File: config.mk
export PLATFORM = sky130hd
export DESIGN_NAME = cpr_readout
export DESIGN_NICKNAME = d
export VERILOG_FILES = /design/src/cpr_pkg.sv /design/src/cpr_readout.sv /design/src/cpr_prox_apc.sv
export VERILOG_INCLUDE_DIRS = /design/src
export SDC_FILE = /design/constraint.sdc
export NUM_CORES = 1
export LEC_CHECK = 0
export BUFFER_PORTS_ARGS = -buffer_cell sky130_fd_sc_hd__buf_2
export CORE_AREA = 10 10 131 133
export CTS_CLUSTER_DIAMETER = 60
export CTS_CLUSTER_SIZE = 12
export DETAILED_ROUTE_END_ITERATION = 8
export DIE_AREA = 0 0 141 143
export HOLD_SLACK_MARGIN = 0.1
export PLACE_DENSITY = 0.75
export REMOVE_ABC_BUFFERS = 1
export SYNTH_ARGS = -nofsm -noshare
export SYNTH_HDL_FRONTEND = slang
export SYNTH_HIERARCHICAL = 1
export SYNTH_SLANG_ARGS = --single-unit
File: constraint.sdc
create_clock -name clk -period 3.85 [get_ports clk]
set_clock_uncertainty 0.2 [all_clocks]
set_input_delay 0.5775 -clock clk [delete_from_list [all_inputs] [get_ports clk]]
set_output_delay 0.5775 -clock clk [all_outputs]
set_load 0.1 [all_outputs]
File: src/cpr_map.svh
// Register offsets, reset values and pulse control steps of the result readout
`ifndef CPR_MAP_SVH
`define CPR_MAP_SVH

// ****************************************************************
// Register offsets
// ****************************************************************
`define CPR_ADDR_CLEAR_LOW 8'h94
`define CPR_ADDR_CLEAR_HIGH 8'h95
`define CPR_ADDR_RED_LOW 8'h96
`define CPR_ADDR_RED_HIGH 8'h97
`define CPR_ADDR_GREEN_LOW 8'h98
`define CPR_ADDR_GREEN_HIGH 8'h99
`define CPR_ADDR_BLUE_LOW 8'h9a
`define CPR_ADDR_BLUE_HIGH 8'h9b
`define CPR_ADDR_PROX_LOW 8'h9c
`define CPR_ADDR_PROX_HIGH 8'h9d
`define CPR_ADDR_REV_MINOR 8'h9e
`define CPR_ADDR_CFG_B 8'h9f
`define CPR_ADDR_PULSE_CFG 8'hae

// ****************************************************************
// Fields and reset values
// ****************************************************************
`define CPR_PCTL_DIS_BIT 6
`define CPR_RESULT_RESET 16'h0000
`define CPR_BYTE_RESET 8'h00
`define CPR_CFG_B_RESET 8'h00
`define CPR_PULSE_CFG_RESET 8'h3f
`define CPR_PULSES_RESET 5'h10
`define CPR_REV_MINOR_MASK 8'h0f
`define CPR_UNMAPPED_READ 8'h00

// ****************************************************************
// Pulse control: log2 of pulse count and magnitude steps
// ****************************************************************
`define CPR_LG_MAX 3'h4
`define CPR_PCTL_STEP_1 10'h300
`define CPR_PCTL_STEP_2 10'h200
`define CPR_PCTL_STEP_4 10'h100
`define CPR_PCTL_STEP_8 10'h080

`endif

File: src/cpr_pkg.sv
// Types shared by the result readout modules
package cpr_pkg;

    // ****************************************************************
    // Register access request from the serial host interface
    // ****************************************************************
    typedef struct packed {
        logic rd;
        logic wr;
        logic [7:0] addr;
        logic [7:0] wdata;
    } cpr_reg_req_t;

    // ****************************************************************
    // One completed colour measurement
    // ****************************************************************
    typedef struct packed {
        logic [15:0] clear;
        logic [15:0] red;
        logic [15:0] green;
        logic [15:0] ir;
        logic [15:0] blue;
    } cpr_colour_t;

    // ****************************************************************
    // Proximity threshold pair
    // ****************************************************************
    typedef struct packed {
        logic [15:0] low;
        logic [15:0] high;
    } cpr_thresh_t;

endpackage

File: src/cpr_readout.sv
// Colour and proximity result registers with host byte access
`timescale 1ns/1ps
`include "cpr_map.svh"

module cpr_readout #(
    parameter logic [3:0] REV_MINOR = 4'ha // Arbitrary value
) (
    input wire logic clk,
    input wire logic rst,
    input wire cpr_pkg::cpr_reg_req_t reg_req,
    output logic [7:0] reg_rdata_q,
    output logic reg_rvalid_q,
    input wire logic colour_done,
    input wire cpr_pkg::cpr_colour_t colour_sample,
    input wire logic ir_route_sel,
    input wire logic prox_done,
    input wire logic [9:0] prox_adc,
    input wire cpr_pkg::cpr_thresh_t prox_thresh,
    output logic [4:0] prox_pulses_q,
    output logic prox_below_q,
    output logic prox_above_q,
    output logic pulse_ctrl_en_q
);

    // ****************************************************************
    // State
    // ****************************************************************
    logic [15:0] chan_q [4];
    logic [15:0] chan_d [4];
    logic [7:0] prox_lo_q;
    logic [7:0] prox_lo_d;
    logic [7:0] prox_hi_q;
    logic [7:0] prox_hi_d;
    logic [7:0] prox_shadow_q;
    logic [7:0] prox_shadow_d;
    logic [7:0] cfg_b_q;
    logic [7:0] cfg_b_d;
    logic [7:0] pulse_cfg_q;
    logic [7:0] pulse_cfg_d;
    logic [7:0] reg_rdata_d;
    logic reg_rvalid_d;
    logic prox_below_d;
    logic prox_above_d;
    logic [4:0] prox_pulses_d;
    logic pulse_ctrl_en_d;
    logic [2:0] pulse_lg;
    logic [13:0] scaled;
    logic pulse_ctrl_on;

    // Pulse control runs unless the disable bit is set
    assign pulse_ctrl_on = ~pulse_cfg_q[`CPR_PCTL_DIS_BIT];

    cpr_prox_pulse u_pulse (
        .clk(clk),
        .rst(rst),
        .prox_done(prox_done),
        .prox_adc(prox_adc),
        .pulse_ctrl_en(pulse_ctrl_on),
        .pulse_lg_q(pulse_lg),
        .scaled(scaled)
    );

    // Channel word of a colour byte address: clear, red, green (or IR when ir_route_sel is set), blue
    function automatic logic [1:0] chan_of(input logic [7:0] addr);
        logic [7:0] off;
        off = addr - `CPR_ADDR_CLEAR_LOW;
        chan_of = off[2:1];
    endfunction

    function automatic logic is_colour(input logic [7:0] addr);
        is_colour = (addr >= `CPR_ADDR_CLEAR_LOW) &&
                    (addr <= `CPR_ADDR_BLUE_HIGH);
    endfunction

    // ****************************************************************
    // Result capture
    // ****************************************************************
    always_comb begin
        for (int i = 0; i < 4; i++) begin
            chan_d[i] = chan_q[i];
        end
        prox_lo_d = prox_lo_q;
        prox_hi_d = prox_hi_q;
        prox_below_d = prox_below_q;
        prox_above_d = prox_above_q;
        if (colour_done) begin
            chan_d[0] = colour_sample.clear;
            chan_d[1] = colour_sample.red;
            chan_d[2] = ir_route_sel ? colour_sample.ir
                                     : colour_sample.green;
            chan_d[3] = colour_sample.blue;
        end
        if (prox_done) begin
            if (pulse_ctrl_on) begin
                prox_lo_d = scaled[7:0];
                prox_hi_d = {2'h0, scaled[13:8]};
                prox_below_d = scaled < prox_thresh.low[13:0];
                prox_above_d = scaled > prox_thresh.high[13:0];
            end else begin
                prox_lo_d = prox_adc[9:2];
                prox_hi_d = {6'h00, prox_adc[1:0]};
                prox_below_d = prox_adc[9:2] < prox_thresh.low[7:0];
                prox_above_d = prox_adc[9:2] > prox_thresh.high[7:0];
            end
        end
    end

    // ****************************************************************
    // Pulse count and mode outputs
    // ****************************************************************
    always_comb begin
        prox_pulses_d = 5'(5'h01 << pulse_lg);
        pulse_ctrl_en_d = pulse_ctrl_on;
    end

    // ****************************************************************
    // Host register access
    // ****************************************************************
    always_comb begin
        reg_rdata_d = reg_rdata_q;
        reg_rvalid_d = 1'b0;
        prox_shadow_d = prox_shadow_q;
        cfg_b_d = cfg_b_q;
        pulse_cfg_d = pulse_cfg_q;
        if (reg_req.rd) begin
            reg_rvalid_d = 1'b1;
            case (reg_req.addr)
                `CPR_ADDR_PROX_LOW: begin
                    reg_rdata_d = prox_lo_q;
                    prox_shadow_d = prox_hi_q;
                end
                `CPR_ADDR_PROX_HIGH: begin
                    reg_rdata_d = prox_shadow_q;
                end
                `CPR_ADDR_REV_MINOR: begin
                    reg_rdata_d = {4'h0, REV_MINOR} & `CPR_REV_MINOR_MASK;
                end
                `CPR_ADDR_CFG_B: begin
                    reg_rdata_d = cfg_b_q;
                end
                `CPR_ADDR_PULSE_CFG: begin
                    reg_rdata_d = pulse_cfg_q;
                end
                default: begin
                    if (is_colour(reg_req.addr)) begin
                        reg_rdata_d = reg_req.addr[0]
                            ? chan_q[chan_of(reg_req.addr)][15:8]
                            : chan_q[chan_of(reg_req.addr)][7:0];
                    end else begin
                        reg_rdata_d = `CPR_UNMAPPED_READ;
                    end
                end
            endcase
        end
        if (reg_req.wr) begin
            case (reg_req.addr)
                `CPR_ADDR_CFG_B: begin
                    cfg_b_d = reg_req.wdata;
                end
                `CPR_ADDR_PULSE_CFG: begin
                    pulse_cfg_d = reg_req.wdata;
                end
                default: begin
                    cfg_b_d = cfg_b_q;
                end
            endcase
        end
    end

    // ****************************************************************
    // Registers
    // ****************************************************************
    always_ff @(posedge clk or posedge rst) begin
        if (rst) begin
            for (int i = 0; i < 4; i++) begin
                chan_q[i] <= `CPR_RESULT_RESET;
            end
            prox_lo_q <= `CPR_BYTE_RESET;
            prox_hi_q <= `CPR_BYTE_RESET;
            prox_shadow_q <= `CPR_BYTE_RESET;
            cfg_b_q <= `CPR_CFG_B_RESET;
            pulse_cfg_q <= `CPR_PULSE_CFG_RESET;
            reg_rdata_q <= `CPR_BYTE_RESET;
            reg_rvalid_q <= 1'b0;
            prox_below_q <= 1'b0;
            prox_above_q <= 1'b0;
            prox_pulses_q <= `CPR_PULSES_RESET;
            pulse_ctrl_en_q <= 1'b1;
        end else begin
            for (int i = 0; i < 4; i++) begin
                chan_q[i] <= chan_d[i];
            end
            prox_lo_q <= prox_lo_d;
            prox_hi_q <= prox_hi_d;
            prox_shadow_q <= prox_shadow_d;
            cfg_b_q <= cfg_b_d;
            pulse_cfg_q <= pulse_cfg_d;
            reg_rdata_q <= reg_rdata_d;
            reg_rvalid_q <= reg_rvalid_d;
            prox_below_q <= prox_below_d;
            prox_above_q <= prox_above_d;
            prox_pulses_q <= prox_pulses_d;
            pulse_ctrl_en_q <= pulse_ctrl_en_d;
        end
    end

endmodule // cpr_readout

File: src/cpr_prox_apc.sv
// Automatic pulse control: pulse count choice and result scaling
`timescale 1ns/1ps
`include "cpr_map.svh"

module cpr_prox_pulse (
    input wire logic clk,
    input wire logic rst,
    input wire logic prox_done,
    input wire logic [9:0] prox_adc,
    input wire logic pulse_ctrl_en,
    output logic [2:0] pulse_lg_q,
    output logic [13:0] scaled
);

    logic [2:0] pulse_lg_d;

    // Fewer pulses for a stronger reflection
    function automatic logic [2:0] pick_lg(input logic [9:0] mag);
        if (mag >= `CPR_PCTL_STEP_1) begin
            pick_lg = 3'h0;
        end else if (mag >= `CPR_PCTL_STEP_2) begin
            pick_lg = 3'h1;
        end else if (mag >= `CPR_PCTL_STEP_4) begin
            pick_lg = 3'h2;
        end else if (mag >= `CPR_PCTL_STEP_8) begin
            pick_lg = 3'h3;
        end else begin
            pick_lg = `CPR_LG_MAX;
        end
    endfunction

    // ****************************************************************
    // Scaling by sixteen over the pulses emitted for this sample
    // ****************************************************************
    always_comb begin
        scaled = 14'({4'h0, prox_adc} << (`CPR_LG_MAX - pulse_lg_q));
        pulse_lg_d = pulse_lg_q;
        if (prox_done) begin
            if (pulse_ctrl_en) begin
                pulse_lg_d = pick_lg(prox_adc);
            end else begin
                pulse_lg_d = `CPR_LG_MAX;
            end
        end
    end

    always_ff @(posedge clk or posedge rst) begin
        if (rst) begin
            pulse_lg_q <= `CPR_LG_MAX;
        end else begin
            pulse_lg_q <= pulse_lg_d;
        end
    end

endmodule // cpr_prox_pulse

==> results by stage, run 1 <==
Floorplan:
- Measured along the y axis, the die boundary spans 143 um.
- For this configuration, the core starts out at a cell density of 0.4811.
- The floorplan step defined a die boundary enclosing 20160 um^2.
- The number of cell rows is 44.
- The area inside the core boundary is 14420 um^2.
- In this run the horizontal extent of the chip is 141 um.
- The I/O pin count is 162.

Clock tree:
- Buffers inserted during clock tree synthesis total 17.
- The clock tree synthesis step divided the H-tree into 4 levels.
- No sink is reached through more buffers than the 2 on the longest clock path.
- The clock latency on the worst-skew pair is 0.42 ns.
- The clock sink count is 120.
- Clock-pin slew was measured on the worst setup and hold paths at 0.06 ns.
- The CTS tree is built.
- The cell sitting at the root of the clock tree is a sky130_fd_sc_hd__clkbuf_16.

GRT:
- For met3 alone, demand over resource in global routing was 0.05174.
- Summed over all layers, the global routing overflow is 0.
- The via count of the first global-routing pass is 5874.
- The total global-route track usage is 0.1910.
- The first global-routing pass estimated 30500 um of wire.
- For met2 alone, demand over resource in global routing was 0.3251.
- The met1 layer usage reported by global route is 0.2228.
- Entering global routing, the biggest net connects 73 pins.
- After global routing, the most crowded layer is met2.
- The initial antenna violation count is 0.

Drt:
- For this block, the via count after detailed routing is 5291.
- The wire length reported by the detailed router is 19280 um.
- The count of unresolved DRC violations after routing is 0.
- The routed length per placed instance is 20.66 um.
- The count of nets left with antenna violations once routing finished came out at 0.
- For this run, the detailed router's first-pass iteration total came to 4.
- After detailed routing, the number of vias per cell comes to 5.671.
- For this block, the initial DRC count from the detailed router was 350.

Setup path:
- The endpoint class of the critical path is a flip-flop.
- The highest fanout seen on the critical path is 11.
- The critical path goes through inv_1 > ha_2 > mux2_2 > mux2i_1 > o21ai_1 > ha_1 > and3_1 > a221o_1 > a2111oi_0 > o221ai_1.
- The critical path class is reg2reg.
- The delay contributed by the slowest stage of the critical path is 0.51 ns.
- The start of the worst register-to-register path is u_pulse/pulse_lg_q[1].
- The worst register-to-register path ends at prox_above_q.
- The worst reg-to-reg setup slack is 0.17 ns.
- The element type at the critical path start is a flip-flop.
- The origin of the worst setup path is u_pulse/pulse_lg_q[1].
- For the worst flop-to-flop path, the logic depth is 10.
- Following the worst setup path forward leads to its endpoint at prox_above_q.
- Among all stages on the critical path, the largest delay is contributed by sky130_fd_sc_hd__ha_2.
- Data arrives at the worst endpoint at 3.76 ns.
- At the worst endpoint, the required time is 3.92 ns.

Power:
- IR analysis of the VDD net gives a maximum drop of 376.4 uV.
- The share of total power dissipated in the clock network is 0.394.
- Power spread over the standard cell area amounts to 466.3 nW/um^2.
- For this design the static power due to leakage is 4.153 nW.
- The design draws 0.003954 W.
- The proportion of power drawn by combinational gates is 0.233.
- The net switching power figure is 0.001224 W.
- The design internal power is 0.002730 W.
- The switching part of the total is 0.3097.
- The share of total power dissipated in sequential elements is 0.373.

Placed design:
- The half-perimeter wire length after placement is 14620 um.
- Once placement completed, the tool counted placed cells totaling 900.
- The weighted congestion reported at the end of routability-driven placement is 0.8990.
- The quantity of I/O buffers inserted on ports is 157.
- The placement-stage worst setup slack is -0.01299 ns.

Finish:
- The number of standard cells in the layout, taps in and fillers out is 933.
- Of the cells placed in the final design, the portion with a size suffix greater than 1 is 0.3979.
- The filler cells instantiated in the layout total 1175.
- The repair_antennas step left the layout with diodes totalling 0.
- Summing all multi-input logic gate instances after layout gives 3646 um^2.
- Summing all flip-flop and latch instances after layout gives 3014 um^2.
- The commonest non-fill, non-tap cell in the layout is sky130_fd_sc_hd__buf_2.
- At the end of the flow the core is filled with cells to 0.5880.
- The signed area change from the synthesized netlist to the final layout is 22.21%.
- At the end of the flow, the number of nets in the layout was 924.
- Leaving out fill and tap cells, the most frequent cells in the layout are sky130_fd_sc_hd__buf_2 (157), sky130_fd_sc_hd__dfrtp_1 (111), sky130_fd_sc_hd__mux2_2 (66).

Logic synthesis:
- By area the synthesized netlist is led by sky130_fd_sc_hd__dfrtp_1 (40%), sky130_fd_sc_hd__mux2_2 (11%), sky130_fd_sc_hd__ha_1 (7.8%).
- Counting every instance in the synthesized netlist gives 577.
- The main flop type after synthesis is sky130_fd_sc_hd__dfrtp_1.
- The number of warnings reported in the yosys synthesis log is 6.
- The share of synthesized area in the top cell type comes to 0.4003.
- Of the synthesized area, sequential elements account for 0.4344.
- The cell area after synthesis is 6939 um^2.
- The share of flip-flops with an asynchronous set or reset after synthesis is 1.000.
- The flop and latch count out of synthesis is 120.
- Yosys mapped the design onto 62 distinct sky130hd cell types.
- The post-synthesis area per instance is 12.03 um^2.
- The top cell type by total area after synthesis is sky130_fd_sc_hd__dfrtp_1.
- Yosys mapped a number of flops with a built-in enable equal to 0.

Timing:
- The hold violation total from the final report is 0.
- The timing-limited maximum frequency is 271.4 MHz.
- The final worst setup slack is 0.1651 ns.
- In the finished design, the share of the clock period the worst path needs comes to 0.9571.
- The number of setup violations in the final report is 0.
- Setup repair after global routing left no endpoint under its margin.
- The actual slew at the worst max-slew pin is 0.9939 ns.
- The worst max-slew margin expressed relative to the limit is 0.3287.
- After routing, the total negative slack on setup checks comes to 0 ns.
- The max-slew violation count is 0.
- The routed design could run at a clock period as short as 3.685 ns.

Hold path:
- The worst hold path class is in2reg.

Outcome:
- The run finished with clean final reports.

Job:
- The count of max-cap constraint violations is 0.
synth_stat cells, drive strengths merged, types with 7 or more instances:
| library cell | instances |
|---|---|
| dfrtp | 111 |
| mux2 | 76 |
| mux2i | 48 |
| nor2 | 48 |
| ha | 43 |
| a21oi | 42 |
| inv | 37 |
| mux4 | 19 |
| nand2 | 19 |
| clkbuf | 14 |
| o21ai | 14 |
| buf | 12 |
| dfstp | 9 |
| nand4 | 7 |
worst max-delay path, delay by kind of cell, from the launching register on:
kind	cells	cell delay [ns]
compound gates	4	1.16
fa+ha+maj	2	0.86
mux	2	0.63
flops	1	0.42
simple gates	1	0.18
buf+inv	1	0.08
logic make-up after synthesis:
kind of cell / Yosys count / synth area share
XOR/XNOR: 3 / 0.003787
AND/OR/NAND/NOR: 103 / 0.07826
flip-flops: 120 / 0.4344
buffers and inverters: 63 / 0.04057
adder cells (fa/ha/maj): 43 / 0.07753
multiplexers: 143 / 0.2678
AO/OA/AOI/OAI: 102 / 0.09773
how the worst min path moves through the flow:
stage | start | end | slack, ns | cells past startpoint
2_1_floorplan | rst | u_pulse/pulse_lg_q[0] | 0.13 | 1
3_3_place_gp | u_pulse/pulse_lg_q[1] | prox_pulses_q[4] | 0.27 | 1
3_5_place_dp | rst | u_pulse/pulse_lg_q[1] | 0.28 | 2
4_1_cts | colour_sample[65] | chan_q[49] | 0.18 | 2
5_1_grt | colour_sample[65] | chan_q[49] | 0.18 | 2
6_report | colour_sample[65] | chan_q[49] | 0.18 | 2
metal layers:
layer / vias up / part of all wire
met1: 2634 / 0.41
met4: 0 / 0.021
met3: 31 / 0.060
met5: - / 0
met2: 164 / 0.51
li1: 2462 / -
flip-flops by register name, summed over array words and instances (netlist names):
name	flops
cfg_b_q	8
prox_shadow_q	6
prox_hi_q	6
pulse_ctrl_en_q	1
prox_below_q	1
prox_pulses_q	5
u_pulse/pulse_lg_q	3
pulse_cfg_q	8
reg_rvalid_q	1
prox_lo_q	8
reg_rdata_q	8
chan_q	64
prox_above_q	1
through the flow:
stage	hold WS, ns	instance area, um^2
detailed placement	0.2791	7888
finish	0.1820	8481
global placement	0.2655	7888
floorplan	0.1304	6797
CTS	0.1753	8481
global route	0.1759	8481
timing repair:
| action | in CTS | in global routing |
|---|---|---|
| resized for setup | 1 | 1 |
| hold buffers | 1 | 0 |
| setup buffers | 0 | 0 |
| setup endpoints to repair | 1 | 1 |
| cloned | 0 | 0 |
| endpoints found under the hold margin | 3 | 0 |
cell type report:
type                            count  area share
Clock inverter                     14     0.01785
Sequential cell                   120      0.3554
Clock buffer                       18     0.05060
Multi-Input combinational cell    394      0.4299
Tap cell                          184     0.02715
Timing Repair Buffer              166      0.1024
Inverter                           37     0.01667
power groups by stage:
stage / Clock [W] / Sequential (W) / Combinational, W
6_report: 0.00156 / 0.00148 / 0.000920
5_1_grt: 0.00163 / 0.00149 / 0.00101
4_1_cts: 0.00157 / 0.00148 / 0.000922
3_5_place_dp: 0 / 0.00149 / 0.000914
3_3_place_gp: 0 / 0.00149 / 0.000877
2_1_floorplan: 0 / 0.00160 / 0.000484
No activity file was read; power rests on OpenSTA's default activity.
==> inputs of run 2 (changes only) <==
--- a/config.mk
+++ b/config.mk
@@ -15,6 +15,7 @@
 export HOLD_SLACK_MARGIN = 0.1
 export PLACE_DENSITY = 0.75
 export REMOVE_ABC_BUFFERS = 1
+export SETUP_SLACK_MARGIN = 0.5
 export SYNTH_ARGS = -nofsm -noshare
 export SYNTH_HDL_FRONTEND = slang
 export SYNTH_HIERARCHICAL = 1
==> results by stage, run 2 (synthesized netlist as in run 1, its figures left out) <==
Outcome:
- Result of the run: completed (unchanged).

Drt:
- The wire length reported by the detailed router came to 19460 um (was 19280 um).
- The detailed-routing iteration count for the pre-antenna-repair pass was 6 (was 4).
- The count of antenna-violating nets left after detailed routing is 0 (unchanged).
- The count of unresolved DRC violations after routing came to 0 (unchanged).
- The detailed-route vias per instance is 5.725 (was 5.671).
- The routed length per placed instance came to 20.75 um (was 20.66 um).
- The number of vias in the routed layout was 5370 (was 5291).
- The starting DRC count in detailed routing is 303 (was 350).

Timing:
- The summed negative setup slack over all endpoints is 0 ns (unchanged).
- The max-slew violation count was 0 (unchanged).
- The period utilization is 0.8555 (was 0.9571).
- The actual slew at the worst max-slew pin came to 0.7881 ns (was 0.9939 ns).
- RSZ-0062 raised after global routing: no (unchanged).
- The hold violation total from the final report is 0 (unchanged).
- The worst max-slew margin expressed relative to the limit is 0.4746 (was 0.3287).
- The final critical delay including setup and external delays is 3.294 ns (was 3.685 ns).
- The number of setup violations in the final report is 0 (unchanged).
- The timing-limited maximum frequency is 303.6 MHz (was 271.4 MHz).

Finish:
- The number of flip-flops under the largest register name is 64 (unchanged).
- The signed area change from the synthesized netlist to the final layout was 24.54% (was 22.21%).
- The commonest non-fill, non-tap cell in the layout is sky130_fd_sc_hd__buf_2 (unchanged).
- Commonest cells after routing, fill and taps aside: sky130_fd_sc_hd__buf_2 (157), sky130_fd_sc_hd__dfrtp_1 (110), sky130_fd_sc_hd__mux2_2 (65) (was sky130_fd_sc_hd__buf_2 (157), sky130_fd_sc_hd__dfrtp_1 (111), sky130_fd_sc_hd__mux2_2 (66)).
- The antenna cell count was 0 (unchanged).
- The share of final-layout standard cells stronger than drive strength 1 is 0.4218 (was 0.3979).
- The register ranked first by flip-flop count is chan_q (unchanged).
- The post-route cell area is 8642 um^2 (was 8481 um^2).
- The final-stage net count is 929 (was 924).

Clock tree:
- The count of H-tree levels built during CTS came to 4 (unchanged).
- The CTS tree is built (unchanged).
- The clock latency on the worst-skew pair came to 0.42 ns (about the same).
- The clock sink count was 120 (unchanged).
- The number of buffers between clock root and the deepest sink came to 2 (unchanged).
- The TritonCTS buffer count is 17 (unchanged).
- The clock-pin transition on the worst setup and hold timing paths was 0.06 ns (about the same).
- The master cell of the clock root buffer is sky130_fd_sc_hd__clkbuf_16 (unchanged).

GRT:
- The final global-route overflow total is 0 (unchanged).
- The met1 layer usage reported by global route came to 0.2239 (was 0.2228).
- The via count of the first global-routing pass is 5903 (was 5874).
- The global-route wire length before repair is 30700 um (was 30500 um).
- The global-route met2 utilization was 0.3286 (was 0.3251).
- The initial antenna violation count is 0 (unchanged).
- The busiest metal layer after global routing was met2 (unchanged).
- The largest net degree at the start of global routing was 73 (unchanged).
- The fraction of met3 tracks used by global routing is 0.05274 (was 0.05174).
- The total global-route track usage is 0.1922 (was 0.1910).

Hold path:
- The worst hold path class is in2reg (unchanged).

Floorplan:
- The I/O pin count is 162 (unchanged).
- The die area is 20160 um^2 (unchanged).
- The number of cell rows was 44 (unchanged).
- The die width was 141 um (unchanged).
- The initial standard-cell utilization of the core is 0.4811 (unchanged).
- The area inside the core boundary is 14420 um^2 (unchanged).
- The floorplan die height is 143 um (unchanged).

Setup path:
- The critical path class is reg2reg (unchanged).
- The worst reg-to-reg setup slack came to 0.56 ns (was 0.17 ns).
- The most frequent cell on the critical path is sky130_fd_sc_hd__buf_4.
- The highest fanout seen on the critical path was 7 (was 11).
- The origin of the worst setup path is u_pulse/pulse_lg_q[1] (unchanged).
- The arrival time at the worst endpoint came to 3.37 ns (was 3.76 ns).
- The critical path capture point is prox_above_q (unchanged).
- The element type at the critical path start is a flip-flop (unchanged).
- The endpoint class of the critical path is a flip-flop (unchanged).
- The number of logic stages on the critical path including buffering is 12 (was 10).
- The slowest cell on the critical path is sky130_fd_sc_hd__mux4_2 (was sky130_fd_sc_hd__ha_2).
- The count of cells along the worst register-to-register path is 12 (was 10).
- Critical-path cell list: inv_1 > ha_4 > buf_4 > buf_4 > mux4_2 > nand2_2 > o41ai_4 > ha_1 > a21oi_1 > a21boi_1 > a2111oi_4 > o221ai_1 (was inv_1 > ha_2 > mux2_2 > mux2i_1 > o21ai_1 > ha_1 > and3_1 > a221o_1 > a2111oi_0 > o221ai_1).
- The endpoint of the lowest-slack register-to-register path is prox_above_q (unchanged).
- The cell family with the largest share of critical-path delay is compound AO/OA/AOI/OAI gates (unchanged).
- The sum of buffers and inverters on the critical path came to 3 (was 1).
- The data required time at the worst endpoint was 3.93 ns (was 3.92 ns).
- The delay contributed by the slowest stage of the critical path came to 0.52 ns (was 0.51 ns).
- The start of the worst register-to-register path is u_pulse/pulse_lg_q[1] (unchanged).

Power:
- The largest vdd supply drop was 376.3 uV (was 376.4 uV).
- The static leakage came to 4.209 nW (was 4.153 nW).
- The sequential fraction of design power is 0.367 (was 0.373).
- The switching part of the total is 0.3124 (was 0.3097).
- The net switching power figure is 0.001258 W (was 0.001224 W).
- The power density over cell area is 466.0 nW/um^2 (was 466.3 nW/um^2).
- The proportion of power drawn by combinational gates was 0.247 (was 0.233).
- The design internal power came to 0.002769 W (was 0.002730 W).
- The clock network fraction of total power is 0.387 (was 0.394).

Placed design:
- The weighted congestion reported at the end of routability-driven placement came to 0.8990 (unchanged).
- The half-perimeter wire length after placement is 14620 um (unchanged).
- The quantity of I/O buffers inserted on ports is 157 (unchanged).
- The post-detailed-placement cell area is 7888 um^2 (unchanged).

Job:
- The count of max-cap constraint violations was 0 (unchanged).
==> run 2: cell types whose count changed in the layout (fill, tap and decap cells not counted), moves of 2 or more <==
cell / before / now
sky130_fd_sc_hd__mux2i_4: 0 / 2
sky130_fd_sc_hd__mux2i_2: 0 / 2
sky130_fd_sc_hd__o21ai_2: 0 / 2
sky130_fd_sc_hd__buf_4: 7 / 12
sky130_fd_sc_hd__mux2i_1: 48 / 44
sky130_fd_sc_hd__o21ai_1: 4 / 2
==> run 2: metrics by stage <==
step | hold slack (ns) | worst slack, ns | std cells | total power (W) | utilization
after global routing | 0.1759 | 0.4857 | 938 | 0.004204 | 0.5992
after floorplan | 0.1304 | -0.01503 | 551 | 0.002082 | -
after detailed placement | 0.2791 | -0.01299 | 900 | 0.002409 | 0.5468
after global placement | 0.2655 | 0.2012 | 900 | 0.002363 | 0.5468
after CTS | 0.1753 | 0.5342 | 936 | 0.003998 | 0.5922
final | 0.1815 | 0.5562 | 938 | 0.004028 | 0.5992
==> run 2: worst min-delay path by stage <==
stage,start,to,slack (ns),depth (start not counted)
floorplan,rst,u_pulse/pulse_lg_q[0],0.13,1
global placement,u_pulse/pulse_lg_q[1],prox_pulses_q[4],0.27,1
detailed placement,rst,u_pulse/pulse_lg_q[1],0.28,2
CTS,colour_sample[65],chan_q[49],0.18,2
global route,colour_sample[65],chan_q[49],0.18,2
finish,colour_sample[61],chan_q[45],0.18,2
==> run 2: final cells by class <==
| class | count | area, um^2 |
|---|---|---|
| flip-flops and latches | 120 | 3015 |
| repair buffers | 171 | 905.9 |
| well taps | 184 | 230.2 |
| inverters | 37 | 141.4 |
| clock inverters | 14 | 151.4 |
| multi-input cells | 394 | 3769 |
| fillers | 1162 | 5782 |
| clock buffers | 18 | 429.2 |
==> run 2: repair_timing <==
item | in CTS | in global routing
resized for setup | 10 | 15
setup endpoints to repair | 2 | 2
buffers inserted | 3 | 2
hold buffers | 1 | 0
pin swaps | 1 | 8
hold endpoints to repair | 3 | 0
==> run 2: metal layers <==
layer / wire length, um / part of all wire
met3: 1058 / 0.054
met1: 7963 / 0.41
met4: 467 / 0.024
met5: 0 / 0
met2: 9969 / 0.51
==> run 2: power groups by stage <==
| stage | clock network (W) | registers (W) | logic, W |
|---|---|---|---|
| 4_1_cts | 0.00157 | 0.00148 | 0.000950 |
| 5_1_grt | 0.00163 | 0.00149 | 0.00108 |
| 3_5_place_dp | 0 | 0.00149 | 0.000914 |
| 3_3_place_gp | 0 | 0.00149 | 0.000877 |
| 6_report | 0.00156 | 0.00148 | 0.000993 |
| 2_1_floorplan | 0 | 0.00160 | 0.000484 |
==> inputs of run 3 (changes only) <==
--- a/config.mk
+++ b/config.mk
@@ -6,12 +6,12 @@
 export SDC_FILE = /design/constraint.sdc
 export NUM_CORES = 1
 export LEC_CHECK = 0
-export BUFFER_PORTS_ARGS = -buffer_cell sky130_fd_sc_hd__buf_2
-export CORE_AREA = 10 10 131 133
+export CORE_AREA = 10 10 121 123
 export CTS_CLUSTER_DIAMETER = 60
 export CTS_CLUSTER_SIZE = 12
 export DETAILED_ROUTE_END_ITERATION = 8
-export DIE_AREA = 0 0 141 143
+export DIE_AREA = 0 0 131 133
+export DONT_BUFFER_PORTS = 1
 export HOLD_SLACK_MARGIN = 0.1
 export PLACE_DENSITY = 0.75
 export REMOVE_ABC_BUFFERS = 1
==> results by stage, run 3 (synthesized netlist as in run 1, its figures left out) <==
Outcome:
- Result of the run: completed (unchanged).

Drt:
- The routed length per placed instance was 23.60 um (was 20.75 um).
- The starting DRC count in detailed routing is 389 (was 303).
- The detailed-route vias per instance is 6.210 (was 5.725).
- The number of vias in the routed layout was 4788 (was 5370).
- The count of unresolved DRC violations after routing was 0 (unchanged).
- The wire length reported by the detailed router is 18190 um (was 19460 um).
- The count of antenna-violating nets left after detailed routing came to 0 (unchanged).
- The detailed-routing iteration count for the pre-antenna-repair pass is 7 (was 6).

Clock tree:
- The clock-pin transition on the worst setup and hold timing paths is 0.05 ns (was 0.06 ns).
- The master cell of the clock root buffer was sky130_fd_sc_hd__clkbuf_16 (unchanged).
- The number of buffers between clock root and the deepest sink is 2 (unchanged).
- The CTS tree is built (unchanged).
- The clock latency on the worst-skew pair is 0.41 ns (was 0.42 ns).
- The TritonCTS buffer count is 17 (unchanged).
- The clock sink count was 120 (unchanged).
- The count of H-tree levels built during CTS is 4 (unchanged).

GRT:
- The global-route wire length before repair is 28330 um (was 30700 um).
- The initial antenna violation count is 2 (was 0).
- The total global-route track usage is 0.2091 (was 0.1922).
- The final global-route overflow total is 0 (unchanged).
- The largest net degree at the start of global routing is 82 (was 73).
- The via count of the first global-routing pass came to 5310 (was 5903).

Power:
- The static leakage is 3.567 nW (was 4.209 nW).
- The power density over cell area is 504.1 nW/um^2 (was 466.0 nW/um^2).
- The largest vdd supply drop is 325.3 uV (was 376.3 uV).

Floorplan:
- The die area was 17420 um^2 (was 20160 um^2).
- The initial standard-cell utilization of the core came to 0.5613 (was 0.4811).
- The I/O pin count is 162 (unchanged).
- The floorplan die height is 133 um (was 143 um).
- The number of cell rows is 41 (was 44).
- The area inside the core boundary is 12360 um^2 (was 14420 um^2).
- The die width is 131 um (was 141 um).

Hold path:
- The worst hold path class is in2async (was in2reg).

Finish:
- The commonest non-fill, non-tap cell in the layout is sky130_fd_sc_hd__dfrtp_1 (was sky130_fd_sc_hd__buf_2).
- The final-stage net count is 774 (was 929).
- The number of flip-flops under the largest register name is 64 (unchanged).
- The area occupied by multi-input gates is 3709 um^2 (was 3769 um^2).
- The share of final-layout standard cells stronger than drive strength 1 was 0.2504 (was 0.4218).
- Commonest cells after routing, fill and taps aside: sky130_fd_sc_hd__dfrtp_1 (110), sky130_fd_sc_hd__mux2_2 (66), sky130_fd_sc_hd__nor2_1 (46) (was sky130_fd_sc_hd__buf_2 (157), sky130_fd_sc_hd__dfrtp_1 (110), sky130_fd_sc_hd__mux2_2 (65)).
- The antenna cell count is 0 (unchanged).
- The combined flip-flop and latch cell area is 3015 um^2 (unchanged).
- The register ranked first by flip-flop count was chan_q (unchanged).
- The number of filler instances in the final layout is 946 (was 1162).
- The post-route cell area is 7836 um^2 (was 8642 um^2).
- The core utilization of the finished layout is 0.6338 (was 0.5992).
- The signed area change from the synthesized netlist to the final layout is 12.93% (was 24.54%).
- The number of standard cells in the layout, taps in and fillers out is 771 (was 938).

Timing:
- The hold violation total from the final report is 0 (unchanged).
- The summed negative setup slack over all endpoints is 0 ns (unchanged).
- The timing-limited maximum frequency is 312.3 MHz (was 303.6 MHz).
- The period utilization is 0.8318 (was 0.8555).
- The max-slew violation count came to 0 (unchanged).
- The number of setup violations in the final report is 0 (unchanged).
- The actual slew at the worst max-slew pin is 0.9915 ns (was 0.7881 ns).
- The worst max-slew margin expressed relative to the limit was 0.3390 (was 0.4746).
- The final critical delay including setup and external delays came to 3.202 ns (was 3.294 ns).
- RSZ-0062 raised after global routing: no (unchanged).

Setup path:
- The data required time at the worst endpoint came to 3.93 ns (about the same).
- The start of the worst register-to-register path is u_pulse/pulse_lg_q[0] (was u_pulse/pulse_lg_q[1]).
- The origin of the worst setup path was u_pulse/pulse_lg_q[0] (was u_pulse/pulse_lg_q[1]).
- The count of cells along the worst register-to-register path is 11 (was 12).
- The critical path class is reg2reg (unchanged).
- The worst reg-to-reg setup slack is 0.65 ns (was 0.56 ns).
- The endpoint class of the critical path is a flip-flop (unchanged).
- The highest fanout seen on the critical path is 8 (was 7).
- The element type at the critical path start is a flip-flop (unchanged).
- The endpoint of the lowest-slack register-to-register path is prox_above_q (unchanged).
- The critical path capture point is prox_above_q (unchanged).
- The arrival time at the worst endpoint is 3.28 ns (was 3.37 ns).

Placed design:
- The weighted congestion reported at the end of routability-driven placement is 0.9379 (was 0.8990).
- The instance count after placement with tap cells included came to 731 (was 900).
- The half-perimeter wire length after placement was 13320 um (was 14620 um).
- The post-detailed-placement cell area is 7074 um^2 (was 7888 um^2).
- The quantity of I/O buffers inserted on ports is 0 (was 157).

Job:
- The count of max-cap constraint violations is 0 (unchanged).
## run 3: report_power, final
| part | internal, W | switching (W) |
|---|---|---|
| Sequential | 0.00139 | 0.000217 |
| Clock | 0.00108 | 0.000564 |
| Combinational | 0.000348 | 0.000345 |
## run 3: area by class of cell
type	instances	share of cell area
Clock buffer	20	0.05572
Clock inverter	12	0.02267
Inverter	37	0.01836
Multi-Input combinational cell	394	0.4733
Sequential cell	120	0.3848
Tap cell	172	0.02746
Timing Repair Buffer	16	0.01772
## run 3: stage by stage
step	hold slack, ns	total power, W	setup WS, ns
2_1_floorplan	0.1304	0.002082	-0.01503
3_5_place_dp	0.1472	0.002270	0.2329
3_3_place_gp	0.1400	0.002226	0.3605
4_1_cts	0.1004	0.003936	0.5042
6_report	0.06143	0.003950	0.6476
5_1_grt	0.1022	0.004116	0.4813
## run 3: metal layers
metal  vias up  track usage  share of wire
met1      2384       0.2423           0.38
li1       2173            -              -
met4         0      0.07231          0.017
met5         -            0              0
met3        32      0.07351          0.091
met2       199       0.3483           0.51
## run 3: critical path, cell delays in order (launching register included)
cell and delay [ns]:
sky130_fd_sc_hd__dfrtp_1 0.38, sky130_fd_sc_hd__inv_4 0.09, sky130_fd_sc_hd__ha_4 0.34, sky130_fd_sc_hd__mux2_4 0.33, sky130_fd_sc_hd__a2bb2oi_2 0.18, sky130_fd_sc_hd__nor2_2 0.08
sky130_fd_sc_hd__ha_1 0.32, sky130_fd_sc_hd__a21oi_1 0.16, sky130_fd_sc_hd__o21ai_0 0.11, sky130_fd_sc_hd__a221o_1 0.39, sky130_fd_sc_hd__a2111oi_2 0.36, sky130_fd_sc_hd__o221ai_1 0.14
## run 3: worst min path at each step
stage	startpoint	end	slack, ns
3_5_place_dp	rst	u_pulse/pulse_lg_q[1]	0.15
6_report	rst	prox_pulses_q[0]	0.06
4_1_cts	prox_done	u_pulse/pulse_lg_q[2]	0.10
2_1_floorplan	rst	u_pulse/pulse_lg_q[0]	0.13
3_3_place_gp	rst	u_pulse/pulse_lg_q[1]	0.14
5_1_grt	colour_sample[59]	chan_q[43]	0.10
## run 3: repair_timing
action / in CTS / in global routing
cloned: 0 / 0
hold buffers: 4 / 2
hold endpoints to repair: 34 / 2
buffers inserted: 0 / 2
endpoints found under the setup margin: 2 / 2
pin swaps: 0 / 1
gates resized for setup: 5 / 12
